===== config.mk =====
export PLATFORM = sky130hd
export DESIGN_NAME = nlar_noload_regs
export DESIGN_NICKNAME = d
export VERILOG_FILES = /design/src/rtl/nlar_pkg.sv /design/src/rtl/nlar_noload_regs.sv /design/src/rtl/nlar_route_mux.sv /design/src/rtl/nlar_irq.sv
export SDC_FILE = /design/constraint.sdc
export NUM_CORES = 1
export LEC_CHECK = 0
export BUFFER_PORTS_ARGS = -buffer_cell sky130_fd_sc_hd__buf_2
export CAP_MARGIN = 20
export CORE_MARGIN = 4
export CORE_UTILIZATION = 45
export CTS_BUF_LIST = sky130_fd_sc_hd__clkbuf_8
export DETAILED_ROUTE_END_ITERATION = 7
export HOLD_SLACK_MARGIN = 0.06
export MAX_ROUTING_LAYER = met4
export PLACE_DENSITY_LB_ADDON = 0.25
export RECOVER_POWER = 25
export SYNTH_ARGS = -nofsm -noshare
export SYNTH_HDL_FRONTEND = slang
export SYNTH_SLANG_ARGS = --single-unit
export TNS_END_PERCENT = 30

===== constraint.sdc =====
create_clock -name ref_clk_in -period 7.5 [get_ports ref_clk_in]
set_input_delay 1.125 -clock ref_clk_in [delete_from_list [all_inputs] [get_ports ref_clk_in]]
set_output_delay 1.125 -clock ref_clk_in [all_outputs]
set_load 0.02 [all_outputs]

===== src/rtl/nlar_pkg.sv =====
package nlar_pkg;

  localparam int ADDR_W = 16;
  localparam int DATA_W = 32;
  localparam int SAMPLE_W = 24;
  localparam int LEVEL_W = 24;
  localparam int BYTE_W = 8;
  localparam int BYTES = 4;
  localparam int SEL_W = 3;
  localparam int PHASES = 3;

  // register indices; byte address is four times the index
  localparam logic [11:0] IDX_LEVEL = 12'h40F;
  localparam logic [11:0] IDX_NOLOAD = 12'h41F;
  localparam logic [11:0] IDX_ROUTE = 12'h424;
  localparam logic [11:0] IDX_IRQ_STATUS = 12'h430;
  localparam logic [11:0] IDX_IRQ_MASK = 12'h431;
  localparam logic [1:0] WORD_ALIGN = 2'h0;
  localparam logic [15:0] ADDR_LEVEL = {2'h0, IDX_LEVEL, WORD_ALIGN};
  localparam logic [15:0] ADDR_NOLOAD = {2'h0, IDX_NOLOAD, WORD_ALIGN};
  localparam logic [15:0] ADDR_ROUTE = {2'h0, IDX_ROUTE, WORD_ALIGN};
  localparam logic [15:0] ADDR_IRQ_STATUS = {2'h0, IDX_IRQ_STATUS, WORD_ALIGN};
  localparam logic [15:0] ADDR_IRQ_MASK = {2'h0, IDX_IRQ_MASK, WORD_ALIGN};

  localparam logic [23:0] LEVEL_RESET = 24'h45D45;
  localparam logic [2:0] ROUTE_RESET = 3'h7;
  localparam int VC_LSB = 18;
  localparam int VB_LSB = 15;

  // implemented bits of each register; all others read zero
  localparam logic [31:0] LEVEL_IMPL = 32'h00FFFFFF;
  localparam logic [31:0] NOLOAD_IMPL = 32'h000175D7;
  localparam logic [31:0] ROUTE_IMPL = 32'h001F8000;
  localparam logic [31:0] IRQ_IMPL = 32'h00000017;

  // no-load bit positions for phase a; phases b and c follow by stride
  localparam int NL_ACT_BIT = 0;
  localparam int NL_REACT_BIT = 1;
  localparam int NL_APP_BIT = 2;
  localparam int NL_FUND_BIT = 4;
  localparam int NL_STRIDE = 6;

  // interrupt status bits use the same layout as phase a
  localparam int IRQ_ACT = 0;
  localparam int IRQ_REACT = 1;
  localparam int IRQ_APP = 2;
  localparam int IRQ_FUND = 4;

  typedef enum logic [2:0] {
    SRC_IA = 3'h0,
    SRC_IB = 3'h1,
    SRC_IC = 3'h2,
    SRC_IN = 3'h3,
    SRC_VA = 3'h4,
    SRC_VB = 3'h5,
    SRC_VC = 3'h6,
    SRC_OWN = 3'h7
  } nlar_src_t;

  typedef struct packed {
    logic [2:0] active;
    logic [2:0] reactive;
    logic [2:0] apparent;
    logic [2:0] fund_reactive;
  } nlar_noload_t;

  typedef struct packed {
    logic [23:0] ia;
    logic [23:0] ib;
    logic [23:0] ic;
    logic [23:0] in_n;
    logic [23:0] va;
    logic [23:0] vb;
    logic [23:0] vc;
  } nlar_adc_set_t;

  function automatic logic [31:0] nlar_noload_word(input nlar_noload_t nl);
    logic [31:0] w;
    w = '0;
    for (int p = 0; p < PHASES; p++) begin
      w[NL_ACT_BIT + p * NL_STRIDE] = nl.active[p];
      w[NL_REACT_BIT + p * NL_STRIDE] = nl.reactive[p];
      w[NL_APP_BIT + p * NL_STRIDE] = nl.apparent[p];
      w[NL_FUND_BIT + p * NL_STRIDE] = nl.fund_reactive[p];
    end
    return w;
  endfunction

  function automatic logic [31:0] nlar_route_word(input logic [2:0] vb, input logic [2:0] vc);
    logic [31:0] w;
    w = '0;
    w[VB_LSB +: SEL_W] = vb;
    w[VC_LSB +: SEL_W] = vc;
    return w;
  endfunction

  function automatic logic [31:0] nlar_merge(input logic [31:0] old, input logic [31:0] wd,
                                             input logic [3:0] strb);
    logic [31:0] r;
    r = old;
    for (int b = 0; b < BYTES; b++) begin
      if (strb[b]) begin
        r[b * BYTE_W +: BYTE_W] = wd[b * BYTE_W +: BYTE_W];
      end
    end
    return r;
  endfunction

  function automatic logic [23:0] nlar_route(input logic [2:0] code, input nlar_adc_set_t s,
                                             input logic [23:0] own);
    logic [23:0] d;
    d = own;
    case (code)
      SRC_IA: d = s.ia;
      SRC_IB: d = s.ib;
      SRC_IC: d = s.ic;
      SRC_IN: d = s.in_n;
      SRC_VA: d = s.va;
      SRC_VB: d = s.vb;
      SRC_VC: d = s.vc;
      default: d = own;
    endcase
    return d;
  endfunction

endpackage


===== src/rtl/nlar_noload_regs.sv =====
`timescale 1ns/10ps
module nlar_noload_regs
  import nlar_pkg::*;
(
  input wire logic ref_clk_in,
  input wire logic rst_in,
  input wire logic psel_in,
  input wire logic penable_in,
  input wire logic pwrite_in,
  input wire logic [15:0] paddr_in,
  input wire logic [31:0] pwdata_in,
  input wire logic [3:0] pstrb_in,
  output logic [31:0] prdata_out,
  output logic pready_out,
  output logic pslverr_out,
  input wire nlar_noload_t noload_in,
  input wire nlar_adc_set_t adc_in,
  input wire logic adc_valid_in,
  output logic [23:0] volt_b_data_out,
  output logic [23:0] volt_c_data_out,
  output logic volt_data_valid_out,
  output logic [23:0] fund_var_level_out,
  output logic irq_out
);
  logic [23:0] level_reg;
  logic [2:0] vb_sel_reg;
  logic [2:0] vc_sel_reg;
  nlar_noload_t noload_reg;
  logic [31:0] prdata_reg;
  logic [31:0] irq_status;
  logic [31:0] irq_mask;

  // bus phases; zero wait states, so pready follows the access phase
  wire logic setup_ph = psel_in & ~penable_in;
  wire logic access_ph = psel_in & penable_in;

  wire logic hit_level = paddr_in == ADDR_LEVEL;
  wire logic hit_noload = paddr_in == ADDR_NOLOAD;
  wire logic hit_route = paddr_in == ADDR_ROUTE;
  wire logic hit_status = paddr_in == ADDR_IRQ_STATUS;
  wire logic hit_mask = paddr_in == ADDR_IRQ_MASK;
  wire logic mapped = hit_level | hit_noload | hit_route | hit_status | hit_mask;

  wire logic wr_ph = access_ph & pwrite_in;
  wire logic wr_level = wr_ph & hit_level;
  wire logic wr_route = wr_ph & hit_route;
  wire logic wr_status = wr_ph & hit_status;
  wire logic wr_mask = wr_ph & hit_mask;

  wire logic [31:0] level_word = {{(DATA_W - LEVEL_W){1'b0}}, level_reg};
  wire logic [31:0] route_word = nlar_route_word(vb_sel_reg, vc_sel_reg);
  wire logic [31:0] noload_word = nlar_noload_word(noload_reg);

  // reserved bits are masked off on the way in, so they cannot store
  wire logic [31:0] level_merged = nlar_merge(level_word, pwdata_in, pstrb_in) & LEVEL_IMPL;
  wire logic [31:0] route_merged = nlar_merge(route_word, pwdata_in, pstrb_in) & ROUTE_IMPL;
  wire logic [31:0] mask_merged = nlar_merge(irq_mask, pwdata_in, pstrb_in);
  wire logic [31:0] clear_word = wr_status ? nlar_merge('0, pwdata_in, pstrb_in) : '0;

  wire logic [23:0] level_next = wr_level ? level_merged[LEVEL_W-1:0] : level_reg;
  wire logic [2:0] vc_sel_next = wr_route ? route_merged[VC_LSB +: SEL_W] : vc_sel_reg;
  wire logic [2:0] vb_sel_next = wr_route ? route_merged[VB_LSB +: SEL_W] : vb_sel_reg;

  // read word; the no-load word is laid out per phase by a shared function
  wire logic [31:0] rd_word =
    hit_level ? level_word :
    hit_noload ? (noload_word & NOLOAD_IMPL) :
    hit_route ? route_word :
    hit_status ? irq_status :
    hit_mask ? irq_mask : '0;
  wire logic [31:0] prdata_next = setup_ph ? (pwrite_in ? '0 : rd_word) : prdata_reg;

  // a change of any phase in a category is one event for that category
  wire logic ev_act = |(noload_in.active ^ noload_reg.active);
  wire logic ev_react = |(noload_in.reactive ^ noload_reg.reactive);
  wire logic ev_app = |(noload_in.apparent ^ noload_reg.apparent);
  wire logic ev_fund = |(noload_in.fund_reactive ^ noload_reg.fund_reactive);
  logic [31:0] event_word;
  always_comb begin
    event_word = '0;
    event_word[IRQ_ACT] = ev_act;
    event_word[IRQ_REACT] = ev_react;
    event_word[IRQ_APP] = ev_app;
    event_word[IRQ_FUND] = ev_fund;
  end

  always_ff @(posedge ref_clk_in or posedge rst_in) begin
    if (rst_in) begin
      level_reg <= LEVEL_RESET;
      vb_sel_reg <= ROUTE_RESET;
      vc_sel_reg <= ROUTE_RESET;
      noload_reg <= '0;
      prdata_reg <= '0;
    end else begin
      level_reg <= level_next;
      vb_sel_reg <= vb_sel_next;
      vc_sel_reg <= vc_sel_next;
      noload_reg <= noload_in;
      prdata_reg <= prdata_next;
    end
  end

  nlar_irq u_irq (
    .ref_clk_in(ref_clk_in),
    .rst_in(rst_in),
    .event_in(event_word),
    .clear_in(clear_word),
    .mask_we_in(wr_mask),
    .mask_in(mask_merged),
    .status_out(irq_status),
    .mask_out(irq_mask),
    .irq_out(irq_out)
  );

  // each voltage channel has its own mux; own code 111 selects its own adc
  nlar_route_mux u_vc_mux (
    .ref_clk_in(ref_clk_in),
    .rst_in(rst_in),
    .code_in(vc_sel_reg),
    .adc_in(adc_in),
    .own_in(adc_in.vc),
    .valid_in(adc_valid_in),
    .data_out(volt_c_data_out),
    .valid_out()
  );

  nlar_route_mux u_vb_mux (
    .ref_clk_in(ref_clk_in),
    .rst_in(rst_in),
    .code_in(vb_sel_reg),
    .adc_in(adc_in),
    .own_in(adc_in.vb),
    .valid_in(adc_valid_in),
    .data_out(volt_b_data_out),
    .valid_out(volt_data_valid_out)
  );

  assign prdata_out = prdata_reg;
  assign pready_out = access_ph;
  // unmapped addresses complete with an error rather than hang the bus
  assign pslverr_out = access_ph & ~mapped;
  assign fund_var_level_out = level_reg;

  wire logic rd_access = access_ph & ~pwrite_in;
endmodule


===== src/rtl/nlar_route_mux.sv =====
`timescale 1ns/10ps
module nlar_route_mux
  import nlar_pkg::*;
(
  input wire logic ref_clk_in,
  input wire logic rst_in,
  input wire logic [2:0] code_in,
  input wire nlar_adc_set_t adc_in,
  input wire logic [23:0] own_in,
  input wire logic valid_in,
  output logic [23:0] data_out,
  output logic valid_out
);
  logic [23:0] data_reg;
  logic valid_reg;
  wire logic [23:0] data_next = valid_in ? nlar_route(code_in, adc_in, own_in) : data_reg;

  always_ff @(posedge ref_clk_in or posedge rst_in) begin
    if (rst_in) begin
      data_reg <= '0;
      valid_reg <= 1'b0;
    end else begin
      data_reg <= data_next;
      valid_reg <= valid_in;
    end
  end

  assign data_out = data_reg;
  assign valid_out = valid_reg;
endmodule


===== src/rtl/nlar_irq.sv =====
`timescale 1ns/10ps
module nlar_irq
  import nlar_pkg::*;
(
  input wire logic ref_clk_in,
  input wire logic rst_in,
  input wire logic [31:0] event_in,
  input wire logic [31:0] clear_in,
  input wire logic mask_we_in,
  input wire logic [31:0] mask_in,
  output logic [31:0] status_out,
  output logic [31:0] mask_out,
  output logic irq_out
);
  logic [31:0] status_reg;
  logic [31:0] mask_reg;
  logic irq_reg;
  // set wins: a change in the clearing cycle stays pending
  wire logic [31:0] status_next = ((status_reg & ~clear_in) | event_in) & IRQ_IMPL;
  wire logic [31:0] mask_next = mask_we_in ? (mask_in & IRQ_IMPL) : mask_reg;

  always_ff @(posedge ref_clk_in or posedge rst_in) begin
    if (rst_in) begin
      status_reg <= '0;
      mask_reg <= '0;
      irq_reg <= 1'b0;
    end else begin
      status_reg <= status_next;
      mask_reg <= mask_next;
      irq_reg <= |(status_next & mask_next);
    end
  end

  assign status_out = status_reg;
  assign mask_out = mask_reg;
  assign irq_out = irq_reg;
endmodule


-- After elaboration in Yosys (flattened, before gate mapping)
Cells that the tools add are included.
- multiplexer cells: 12
- bitwise logic cells: 22
- equal/unequal tests: 15
- reduce and logical (&&, ||, !) cells: 12
- operator list (cell ; count):
    $pmux 24 s6 ; 2
    $mux 32 ; 7
    $eq 16x13->1 const B ; 5
    $and 5x32->32 ; 1
    $reduce_or 32->1 ; 1
    $mux 5 ; 3
    $eq 3x2->1 const B ; 4
    $eq 3x3->1 const B ; 4
    $reduce_or 3->1 ; 4
    $xor 3x3->3 ; 4
    $reduce_and 2->1 ; 5
    $and 1x1->1 ; 8
    $eq 3x1->1 const B ; 2
    $logic_not 3->1 ; 2
    $and 5x5->5 ; 1
    $not 5->5 ; 1
    $or 5x5->5 ; 1
    $or 1x1->1 ; 4
    $not 1->1 ; 2
- register bits: 160
- input bits: 238
- logic and storage cells: 78

-- Logic depth before layout (Yosys ltp)
Gate-level depths: netlist of run 1.
- depth in word-level cells: 9
- depth in mapped cells: 8
- mapped depth without buffers: 5

-- Modules after synthesis
From an unflattened synthesis of run 1, not the netlist that was laid out.
- cells, all modules: 1016
- area total of the unflattened synthesis: 9746.8 um^2
- modules (own cells, without submodules) (module ; cells an instance ; area each (um^2) ; times used ; sequential area each (um^2)):
    nlar_route_mux ; 265 ; 2293.4 ; 2 ; 625.6
    nlar_noload_regs ; 402 ; 4374.2 ; 1 ; 1870.5
    nlar_irq ; 84 ; 785.8 ; 1 ; 225.2

-- Worst setup path before layout of run 1
OpenSTA, ideal clock, no wires.
- path type: input to output
- start: in paddr_in[13]
- end: out pslverr_out
- path buffers: 1
- required time: 6.375 ns
- stages: 5
- data arrival time: 2.216 ns
- slack: 4.159 ns
- cell sequence: nor4b_4 -> and2_1 -> and3_2 -> clkbuf_1 -> nor2_1
- longest elaborated chain between the ends: 7
- elaborated cells between the ends (all ways): 11
- those cells by class: eq/ne: 5; bitwise: 6
- ends and longest elaborated chain (element ; RTL line ; RTL):
    start, declared ; nlar_noload_regs.sv:10 ; input wire logic [15:0] paddr_in,
    $eq 16x13->1 (on tied branches) ; nlar_noload_regs.sv:37, nlar_noload_regs.sv:38 ;
    $or 1x1->1 (3 in series) ; nlar_noload_regs.sv:42 ; wire logic mapped = hit_level | hit_noload | hit_route | hit_status | hit_mask;
    $or 1x1->1 (*) ; nlar_noload_regs.sv:42 ;
    $not 1->1 (*) ; nlar_noload_regs.sv:141 ; assign pslverr_out = access_ph & ~mapped;
    $and 1x1->1 (*) ; nlar_noload_regs.sv:141 ;
    end, declared ; nlar_noload_regs.sv:15 ; output logic pslverr_out,
Mark *: on every way between the ends. The rest lies on a longest branch, timed or not.

==> metrics.txt, run 1 <==
outcome finished, violations left; failing checks max-capacitance violations, max-slew violations; fin. max-slew vios 179; Cells after Synth 823; Int Power 0.00114 W; nets@finish 1358; combinational power share 15.6%; r2r setup slk 4.31 ns; Critical Path AT 5.29 ns; clock network power share 40.5%; post-DR vias/cell 5.99; Sw Ratio 29.5%; DR iter-0 viols 725; number of enable flip-flop cells after synthesis 0; worst-path fanout max 97; PortBufs 328; fill cell count 1563; Top delay family on crit path buffers and inverters; Worst EP required 7.82 ns; RR Endpoint u_vb_mux.data_out[11]$_DFFE_PP0P_; Initial Util 45.9%; Main synth FF type dfrtp_1; Die Y 138 µm; Final Hold Viols 0; pin slew with the least headroom to its limit 4.09 ns; total core area 0.0166 mm²; warnings from Yosys 0; Peak VDD IR 0.103 mV; final core area utilization 59.2%; Cell Area, Synth 0.00762 mm²; most common cell after layout, fill and taps aside buf_2; DIE AREA 0.0191 mm²; final worst-path cycle share 66.3%; crit path max-delay cell type clkbuf_1; hold_buf cts 0; CP cell instances buf_2 -> clkbuf_1 -> o221ai_1 -> o21ai_0; P&R area growth vs syn 28.8%; Num CTS Buffers 17; Worst Skew 0.0167 ns; reg2reg start vb_sel_reg[0]$_DFFE_PP1P_; via count 8129; remaining antenna violation count after routing 0; Unique masters post-synth 50; unrepaired setup endpoints after global routing false; Buf/Inv on CP 2; HPWL after DPL 21100 µm; syn_area_per_cell 9.25 µm²; worst-skew pair later-pin latency 0.46 ns; clock sink count 124; tightest hold margin 0.483 ns; die width 138 µm; clk slew on worst S/H paths 0.08 ns; Max H-tree Level 4; CTS root buffer clkbuf_8; first-pass GRT wire length 45600 µm; post-CTS resize count 0; Pleak 4.54 nW; Peak Freq 201 MHz; Worst R2R Path Depth 3; Worst Setup End Kind register; Yosys reg bits 124; DRC 0; Setup Buffers After CTS 0; TritonRoute pass-1 iters 5; Remaining Overflow, GRT 0; Slew Limit Headroom -173%; fin cells 1357; vias in the first global route 8041; worst min-delay path startpoint prdata_out[18]$_DFFE_PP0P_; most frequent cells in the layout 316 x buf_2, 109 x dfrtp_1, 91 x nand2_1; Final min period 4.98 ns; DRT Wirelength 29600 µm; Worst path max stage delay 2.87 ns; hold-critical path endpoint prdata_out[18]$_DFFE_PP0P_; Setup TNS 0 ns; Pwr per Cell Area 165 mW/mm²; largest net degree at the start of global routing 98; GP Congestion 0.903; Hold WC Path Type register to register; Setup-failing EPs final 0; share of cells above drive strength 1 39.6%; initial antenna violation count 4; Tot Pwr 0.00162 W; routed len/inst 21.8 µm; placed insts 1318; Longest Clk Path Bufs 2; Total Routing Usage GR 30.9%; startpoint class of the critical path primary input; worst hold path stage count 2; Post-synth ARST share 100%; Worst path depth 4; Psw 0.000478 W; critical path class primary input to register; Reg power frac 43.8%; Max Cap Violations 4; CTS tree done; I/O Pins 346; Row Count 47; register area share after synthesis 41.0%
==> synth_stat cells (5+ instances only) <==
master	instances	share of area, %
mux2i_1	49	6.4
a22o_1	8	0.92
a211oi_1	8	0.79
buf_4	8	0.79
dfstp_2	15	5.2
buf_2	7	0.46
o221ai_1	17	2.0
or2_2	5	0.41
nor2b_1	14	1.1
nand3_1	15	0.99
dfrtp_1	109	36
nor2_1	71	3.5
a22oi_1	45	4.4
o22ai_1	9	0.74
inv_1	18	0.89
buf_1	7	0.35
xor2_1	12	1.4
nand4_1	20	1.6
a221oi_1	12	1.4
a21oi_1	59	3.9
o22a_1	22	2.5
nand2_1	91	4.5
mux4_2	6	1.8
clkbuf_1	48	2.4
nor3b_1	7	0.69
o21ai_0	50	3.3
mux2_2	45	6.7
==> per-stage QoR <==
stage	worst slack, ns	cell area [µm²]
2_1_floorplan	3.10	7640
3_3_place_gp	3.91	9350
3_5_place_dp	3.90	9350
4_1_cts	3.89	9780
5_1_grt	2.24	9810
6_report	2.52	9810
==> area by class of cell <==
type	instances	area, µm²	area share (%)
inverters	20	76.3	0.778
repair buffers	341	1750	17.9
clock inverters	15	200	2.04
well taps	220	275	2.81
clock buffers	17	234	2.38
flip-flops and latches	124	3120	31.8
multi-input cells	616	4140	42.2
diodes	4	10.0	0.102
==> cells by family after synthesis <==
group           count (synthesis)  synth area share (%)
compound gates                246                  21.5
flops                         124                  41.0
buf+inv                        90                  4.94
xor+xnor                       12                  1.38
simple gates                  250                  16.3
other cells                     1                0.0492
mux                           100                  14.9
==> worst register-to-register path: stages (launching register included) <==
cell,delay [ns]
dfstp_2,1.14
nand2_1,0.92
o221ai_1,0.64
o21ai_0,0.19
==> worst max path at each step <==
stage / from / to
floorplan: rst_in / fund_var_level_out[13]$_DFFE_PP0P_
global placement: paddr_in[6] / pslverr_out
detailed placement: paddr_in[6] / pslverr_out
CTS: paddr_in[6] / pslverr_out
global route: adc_valid_in / u_vb_mux.data_out[11]$_DFFE_PP0P_
finish: adc_valid_in / u_vb_mux.data_out[11]$_DFFE_PP0P_
==> power groups by stage <==
stage                     combinational [W]  clock (W)  sequential, W
after floorplan                   0.0000941          0       0.000751
after global placement             0.000249          0       0.000721
after detailed placement           0.000251          0       0.000723
after CTS                          0.000252   0.000667       0.000710
after global routing               0.000276   0.000695       0.000714
final                              0.000254   0.000658       0.000710
==> layer usage <==
metal	track usage [%]	vias up	wire [µm]
met5	-	-	0
met4	10.8	0	986
met3	7.18	87	2850
met2	49.4	503	14300
met1	38.6	3909	11400
li1	-	3630	-
Note: power is estimated with default switching activity, not from simulation.
==> inputs of run 2 (changes only) <==
--- a/config.mk
+++ b/config.mk
@@ -8,7 +8,7 @@
 export BUFFER_PORTS_ARGS = -buffer_cell sky130_fd_sc_hd__buf_2
 export CAP_MARGIN = 20
 export CORE_MARGIN = 4
-export CORE_UTILIZATION = 45
+export CORE_UTILIZATION = 44
 export CTS_BUF_LIST = sky130_fd_sc_hd__clkbuf_8
 export DETAILED_ROUTE_END_ITERATION = 7
 export HOLD_SLACK_MARGIN = 0.06
==> constraint.sdc (replaced) <==
create_clock -name ref_clk_in -period 4.3 [get_ports ref_clk_in]
set_input_delay 0.645 -clock ref_clk_in [delete_from_list [all_inputs] [get_ports ref_clk_in]]
set_output_delay 0.645 -clock ref_clk_in [all_outputs]
set_load 0.02 [all_outputs]
==> run 2 against run 1 <==
Compared with the run above: the flow still finishes with violations (max-capacitance violations, max-slew violations); flip-flop and latch count did not move; clock skew down 0.0070 ns; final area rose by 0.24%; clock-buffer cell count grew 1; final cell count grew 0.15%; via count fell by 1.6%; die area grew 2.1%; first-iteration DRC count is 10% lower; critical path type is now register to register; largest cell class unchanged; highest routed layer unchanged.
==> metrics.txt, run 2 (same netlist as run 1, synthesis figures left out) <==
Slew Limit Headroom -26.6% (+150 points); nets@finish 1360 (+0.15%); via count 7999 (-1.6%); failing checks max-capacitance violations, max-slew violations; Row Count 47 (unchanged); HPWL after DPL 21500 µm (+1.8%); share of cells above drive strength 1 39.9% (+0.28 points); Longest Clk Path Bufs 2 (unchanged); clk slew on worst S/H paths 0.08 ns (about the same); fin. max-slew vios 74 (-59%); DRC 0 (unchanged); clock sink count 124 (unchanged); reg2reg start vc_sel_reg[1]$_DFFE_PP1P_; Max Cap Violations 1 (-3); met2 WL post-DR 13800 µm (-3.5%); combinational power share 15.5% (about the same); Hold WC Path Type primary input to async pin; Remaining Overflow, GRT 0 (unchanged); TritonRoute pass-1 iters 5 (unchanged); top routing layer used met4; r2r setup slk 1.49 ns (-2.82 ns); most common cell after layout, fill and taps aside buf_2; Final Hold Viols 0 (unchanged); unrepaired setup endpoints after global routing false; metal3 WL 2490 µm (-13%); Setup-failing EPs final 0 (unchanged); Reg power frac 43.6% (-0.2 points); Critical Path AT 3.20 ns (-2.09 ns); Total Routing Usage GR 30.4% (-0.46 points); Max H-tree Level 4 (unchanged); remaining antenna violation count after routing 0 (unchanged); clock network power share 40.9% (+0.4 points); worst-skew pair later-pin latency 0.45 ns (about the same); vias in the first global route 8006 (-0.44%); worst-path fanout max 34 (-65%); critical path class register to register; Setup TNS 0 ns (unchanged); DR iter-0 viols 649 (-10%); most frequent cells in the layout 317 x buf_2, 109 x dfrtp_1, 91 x nand2_1; largest net degree at the start of global routing 98 (unchanged); Setup Buffers After CTS 0 (unchanged); Die Y 140 µm (+1.1%); CTS root buffer clkbuf_8; GP Congestion 0.939 (+4.0%); post-CTS resize count 0 (unchanged); Initial Util 45.4% (-0.48 points); outcome finished, violations left; initial antenna violation count 3 (-1); P&R area growth vs syn 29.1%; CTS tree done; DRT Wirelength 29400 µm (-0.41%); Metal-1 WL 12000 µm (+4.6%); final worst-path cycle share 65.3%; Final min period 2.81 ns; Sw Ratio 28.1% (-1.4 points); die width 140 µm (+1.1%); Worst Setup End Kind register; Worst R2R Path Depth 5 (+2); startpoint class of the critical path register; Peak Freq 356 MHz; Worst Skew 0.00966 ns (-0.00702 ns); post-DR vias/cell 5.89 (-1.7%); Psw 0.000797 W (+67%); Pwr per Cell Area 289 mW/mm² (+75%); RR Endpoint u_vc_mux.data_out[11]$_DFFE_PP0P_; Pleak 4.56 nW (+0.32%); hold_buf cts 0 (unchanged); fill cell count 1551 (-0.77%); Peak VDD IR 0.161 mV (+56%); total core area 0.0168 mm² (+1.1%); first-pass GRT wire length 45300 µm (-0.67%); I/O Pins 346 (unchanged); Num CTS Buffers 17 (unchanged); Worst EP required 4.69 ns (-3.13 ns); pin slew with the least headroom to its limit 1.90 ns (-2.19 ns); PortBufs 328 (unchanged); DIE AREA 0.0195 mm² (+2.1%); final core area utilization 58.7% (-0.48 points); routed len/inst 21.7 µm (-0.56%); Int Power 0.00204 W (+79%)
==> run 2: cell count changes in the layout (fill, tap and decap cells not counted), moves of 2 or more <==
cell | before | now
inv_6 | 6 | 2
clkbuf_1 | 14 | 12
clkinvlp_4 | 0 | 2
inv_8 | 2 | 0
buf_4 | 8 | 11
clkinv_2 | 0 | 2
==> run 2: stage by stage <==
stage	power (W)	setup slack (ns)	hold WS, ns	std cells	area [µm²]
final	0.00284	1.49	0.165	1359	9830
after global routing	0.00297	1.40	0.178	1358	9830
after CTS	0.00286	1.54	0.295	1353	9820
after detailed placement	0.00170	1.39	0.465	1321	9380
after global placement	0.00170	1.44	0.456	1321	9380
after floorplan	0.00147	0.381	0.472	830	7640
==> run 2: cell type report <==
cell class              count  area (µm²)  share of cell area (%)
well taps                 220         275                    2.80
flip-flops and latches    124        3120                    31.7
clock buffers              18         248                    2.52
clock inverters            14         193                    1.96
diodes                      4        10.0                   0.102
inverters                  20        76.3                   0.776
repair buffers            343        1750                    17.8
multi-input cells         616        4160                    42.3
==> run 2: per-layer routing <==
| layer | vias to the layer above | track usage [%] |
|---|---|---|
| met5 | - | - |
| met1 | 3828 | 38.6 |
| li1 | 3629 | - |
| met3 | 88 | 7.34 |
| met2 | 454 | 47.2 |
| met4 | 0 | 12.1 |
==> run 2: worst max-delay path, cell delays in order (launching register included) <==
cell	delay, ns
dfstp_2	1.09
nor3b_2	0.77
buf_4	0.37
a22oi_1	0.13
nand4_1	0.20
o22a_1	0.16
==> run 2: worst max path at each step <==
stage | startpoint | end | slack [ns] | cells after the start
floorplan | rst_in | fund_var_level_out[13]$_DFFE_PP0P_ | 0.38 | 1
global placement | paddr_in[1] | fund_var_level_out[3]$_DFFE_PP0P_ | 1.44 | 6
detailed placement | paddr_in[1] | fund_var_level_out[7]$_DFFE_PP0P_ | 1.39 | 6
CTS | vc_sel_reg[1]$_DFFE_PP1P_ | u_vc_mux.data_out[11]$_DFFE_PP0P_ | 1.54 | 5
global route | vc_sel_reg[1]$_DFFE_PP1P_ | u_vc_mux.data_out[11]$_DFFE_PP0P_ | 1.40 | 5
finish | vc_sel_reg[1]$_DFFE_PP1P_ | u_vc_mux.data_out[11]$_DFFE_PP0P_ | 1.49 | 5
==> run 2: power by group through the flow <==
stage,clock [W],combinational (W),sequential [W]
6_report,0.00116,0.000441,0.00124
5_1_grt,0.00124,0.000479,0.00124
4_1_cts,0.00118,0.000442,0.00124
3_5_place_dp,0,0.000440,0.00126
3_3_place_gp,0,0.000437,0.00126
2_1_floorplan,0,0.000164,0.00131
==> inputs of run 3 (changes only) <==
==> constraint.sdc (replaced) <==
create_clock -name ref_clk_in -period 2.34 [get_ports ref_clk_in]
set_input_delay 0.351 -clock ref_clk_in [delete_from_list [all_inputs] [get_ports ref_clk_in]]
set_output_delay 0.351 -clock ref_clk_in [all_outputs]
set_load 0.02 [all_outputs]
==> run 3 against run 2 <==
Compared with the run above: the flow now finishes without violations; register-to-register slack lost 1.2 ns; sequential share of layout area down 1.3 points; setup slack worse by 1.2 ns; routed wire length is 0.93% higher; clock skew up 0.0044 ns; non-clock buffer count up 46; largest power group unchanged; highest routed layer unchanged.
==> metrics.txt, run 3 (same netlist as run 1, synthesis figures left out) <==
clk slew on worst S/H paths 0.09 ns (about the same); DRT Wirelength 29700 µm (+0.93%); nets@finish 1406 (+3.4%); post-CTS resize count 0 (unchanged); via count 8161 (+2.0%); Worst Setup End Kind register; Top delay family on crit path flip-flops; Slew Limit Headroom 21.2% (+48 points); crit path max-delay cell type dfstp_2; post-DR vias/cell 5.81 (-1.3%); Setup-failing EPs final 0 (unchanged); Worst path max stage delay 0.76 ns (-0.33 ns); Psw 0.00157 W (+97%); CP cell instances nor2_1 -> buf_12 -> a22oi_1 -> o22ai_1 -> o221ai_1 -> o21ai_0; Critical Path AT 2.39 ns (-0.81 ns); DRC 0 (unchanged); worst-skew pair later-pin latency 0.46 ns (about the same); share of cells above drive strength 1 41.0% (+1.1 points); FF/Latch Area 0.00312 mm² (unchanged); Hold WC Path Type primary input to register; TritonRoute pass-1 iters 5 (unchanged); P&R area growth vs syn 34.6%; Num CTS Buffers 17 (unchanged); clock sink count 124 (unchanged); DIE AREA 0.0195 mm² (unchanged); final worst-path cycle share 88.5% (+23 points); critical path class register to register; Buf/Inv on CP 1 (unchanged); combinational power share 16.7% (+1.2 points); Max Cap Violations 0 (-1); Initial Util 45.4% (unchanged); fin. max-slew vios 0 (-100%); DR iter-0 viols 638 (-1.7%); Pleak 4.77 nW (+4.7%); Peak VDD IR 0.318 mV (+98%); fill cell count 1525 (-1.7%); Remaining Overflow, GRT 0 (unchanged); total core area 0.0168 mm² (unchanged); Sw Ratio 31.2% (+3.1 points); largest net degree at the start of global routing 89 (-9.2%); Int Power 0.00346 W (+69%); startpoint class of the critical path register; GP Congestion 0.964 (+2.7%); pin slew with the least headroom to its limit 1.18 ns (-0.716 ns); clock network power share 38.0% (-2.9 points); Final Hold Viols 0 (unchanged); CTS tree done; HPWL after DPL 22100 µm (+2.9%); first-pass GRT wire length 45900 µm (+1.4%); Longest Clk Path Bufs 2 (unchanged); Final min period 2.07 ns (-0.739 ns); most frequent cells in the layout 315 x buf_2, 109 x dfrtp_1, 91 x nand2_1; unrepaired setup endpoints after global routing false; Reg power frac 45.3% (+1.7 points); PortBufs 328 (unchanged); Tot Pwr 0.00503 W (+77%); Peak Freq 483 MHz (+36%); Setup Buffers After CTS 0 (unchanged); Max H-tree Level 4 (unchanged); Pwr per Cell Area 490 mW/mm² (+70%); Total Routing Usage GR 30.6% (+0.15 points); most common cell after layout, fill and taps aside buf_2; Setup TNS 0 ns (unchanged); vias in the first global route 8234 (+2.8%); Worst Skew 0.0140 ns (+0.00435 ns); routed len/inst 21.1 µm (-2.4%); worst-path fanout max 13 (-62%); I/O Pins 346 (unchanged); die width 140 µm (unchanged); Worst EP required 2.66 ns (-2.03 ns); hold_buf cts 13 (+13); outcome completed; initial antenna violation count 4 (+1); Multi-input gate area 0.00415 mm² (-0.12%); CTS root buffer clkbuf_8; Row Count 47 (unchanged); remaining antenna violation count after routing 0 (unchanged); Die Y 140 µm (unchanged)
## run 3: cell count changes in the layout (fill, tap and decap cells not counted), moves of 2 or more
cell / delta
buf_2: -2
nor2_2: -2
dlygate4sd3_1: +13
buf_12: +8
clkinv_4: -3
buf_4: +27
inv_6: +5
nor2_1: +2
inv_8: +2
bufinv_16: -3
clkinvlp_4: +3
## run 3: area by class of cell
| class | instances | share of cell area, % |
|---|---|---|
| flip-flops and latches | 124 | 30.5 |
| multi-input cells | 616 | 40.5 |
| inverters | 20 | 0.769 |
| diodes | 4 | 0.0977 |
| clock inverters | 15 | 1.45 |
| well taps | 220 | 2.69 |
| clock buffers | 17 | 2.28 |
| repair buffers | 389 | 21.7 |
## run 3: power by group through the flow
| stage | Clock (W) | Combinational [W] | Sequential (W) |
|---|---|---|---|
| global route | 0.00204 | 0.000916 | 0.00229 |
| detailed placement | 0 | 0.000825 | 0.00232 |
| CTS | 0.00194 | 0.000845 | 0.00228 |
| finish | 0.00191 | 0.000840 | 0.00228 |
| global placement | 0 | 0.000823 | 0.00232 |
| floorplan | 0 | 0.000302 | 0.00241 |
## run 3: layer usage
metal	track usage, %	part of all wire [%]	vias to the layer above
met3	7.31	9.8	81
li1	-	-	3736
met1	37.6	39	3869
met4	13.5	3.7	0
met2	48.2	48	475
met5	-	0	-
## run 3: final timing paths
kind	start	to	slack (ns)	cells past startpoint
worst max-delay path	vb_sel_reg[2]$_DFFE_PP1P_	u_vb_mux.data_out[5]$_DFFE_PP0P_	0.27	6
worst min register to register	prdata_out[7]$_DFFE_PP0P_	prdata_out[7]$_DFFE_PP0P_	0.48	2
worst max register to register	vb_sel_reg[2]$_DFFE_PP1P_	u_vb_mux.data_out[5]$_DFFE_PP0P_	0.27	6
max in group asynchronous	rst_in	fund_var_level_out[4]$_DFFE_PP0P_	0.69	4
worst min-delay path	pwdata_in[3]	fund_var_level_out[3]$_DFFE_PP0P_	0.12	2
min in group asynchronous	rst_in	u_vc_mux.data_out[18]$_DFFE_PP0P_	0.61	4
## run 3: per-stage QoR
| step | cell area, µm² | worst slack [ns] | utilization [%] | hold WS, ns | instances |
|---|---|---|---|---|---|
| floorplan | 7650 | 0.392 | - | 0.382 | 830 |
| global placement | 9750 | 0.176 | 58.2 | 0.459 | 1356 |
| detailed placement | 9750 | 0.131 | 58.2 | 0.465 | 1356 |
| CTS | 10300 | 0.277 | 61.3 | 0.0958 | 1401 |
| global route | 10200 | 0.123 | 61.1 | 0.0958 | 1405 |
| finish | 10200 | 0.270 | 61.1 | 0.124 | 1405 |
## run 3: worst register-to-register path, cell delays in order (launching register included)
cell and delay (ns):
dfstp_2 0.76, nor2_1 0.29, buf_12 0.23, a22oi_1 0.16, o22ai_1 0.10, o221ai_1 0.25, o21ai_0 0.14
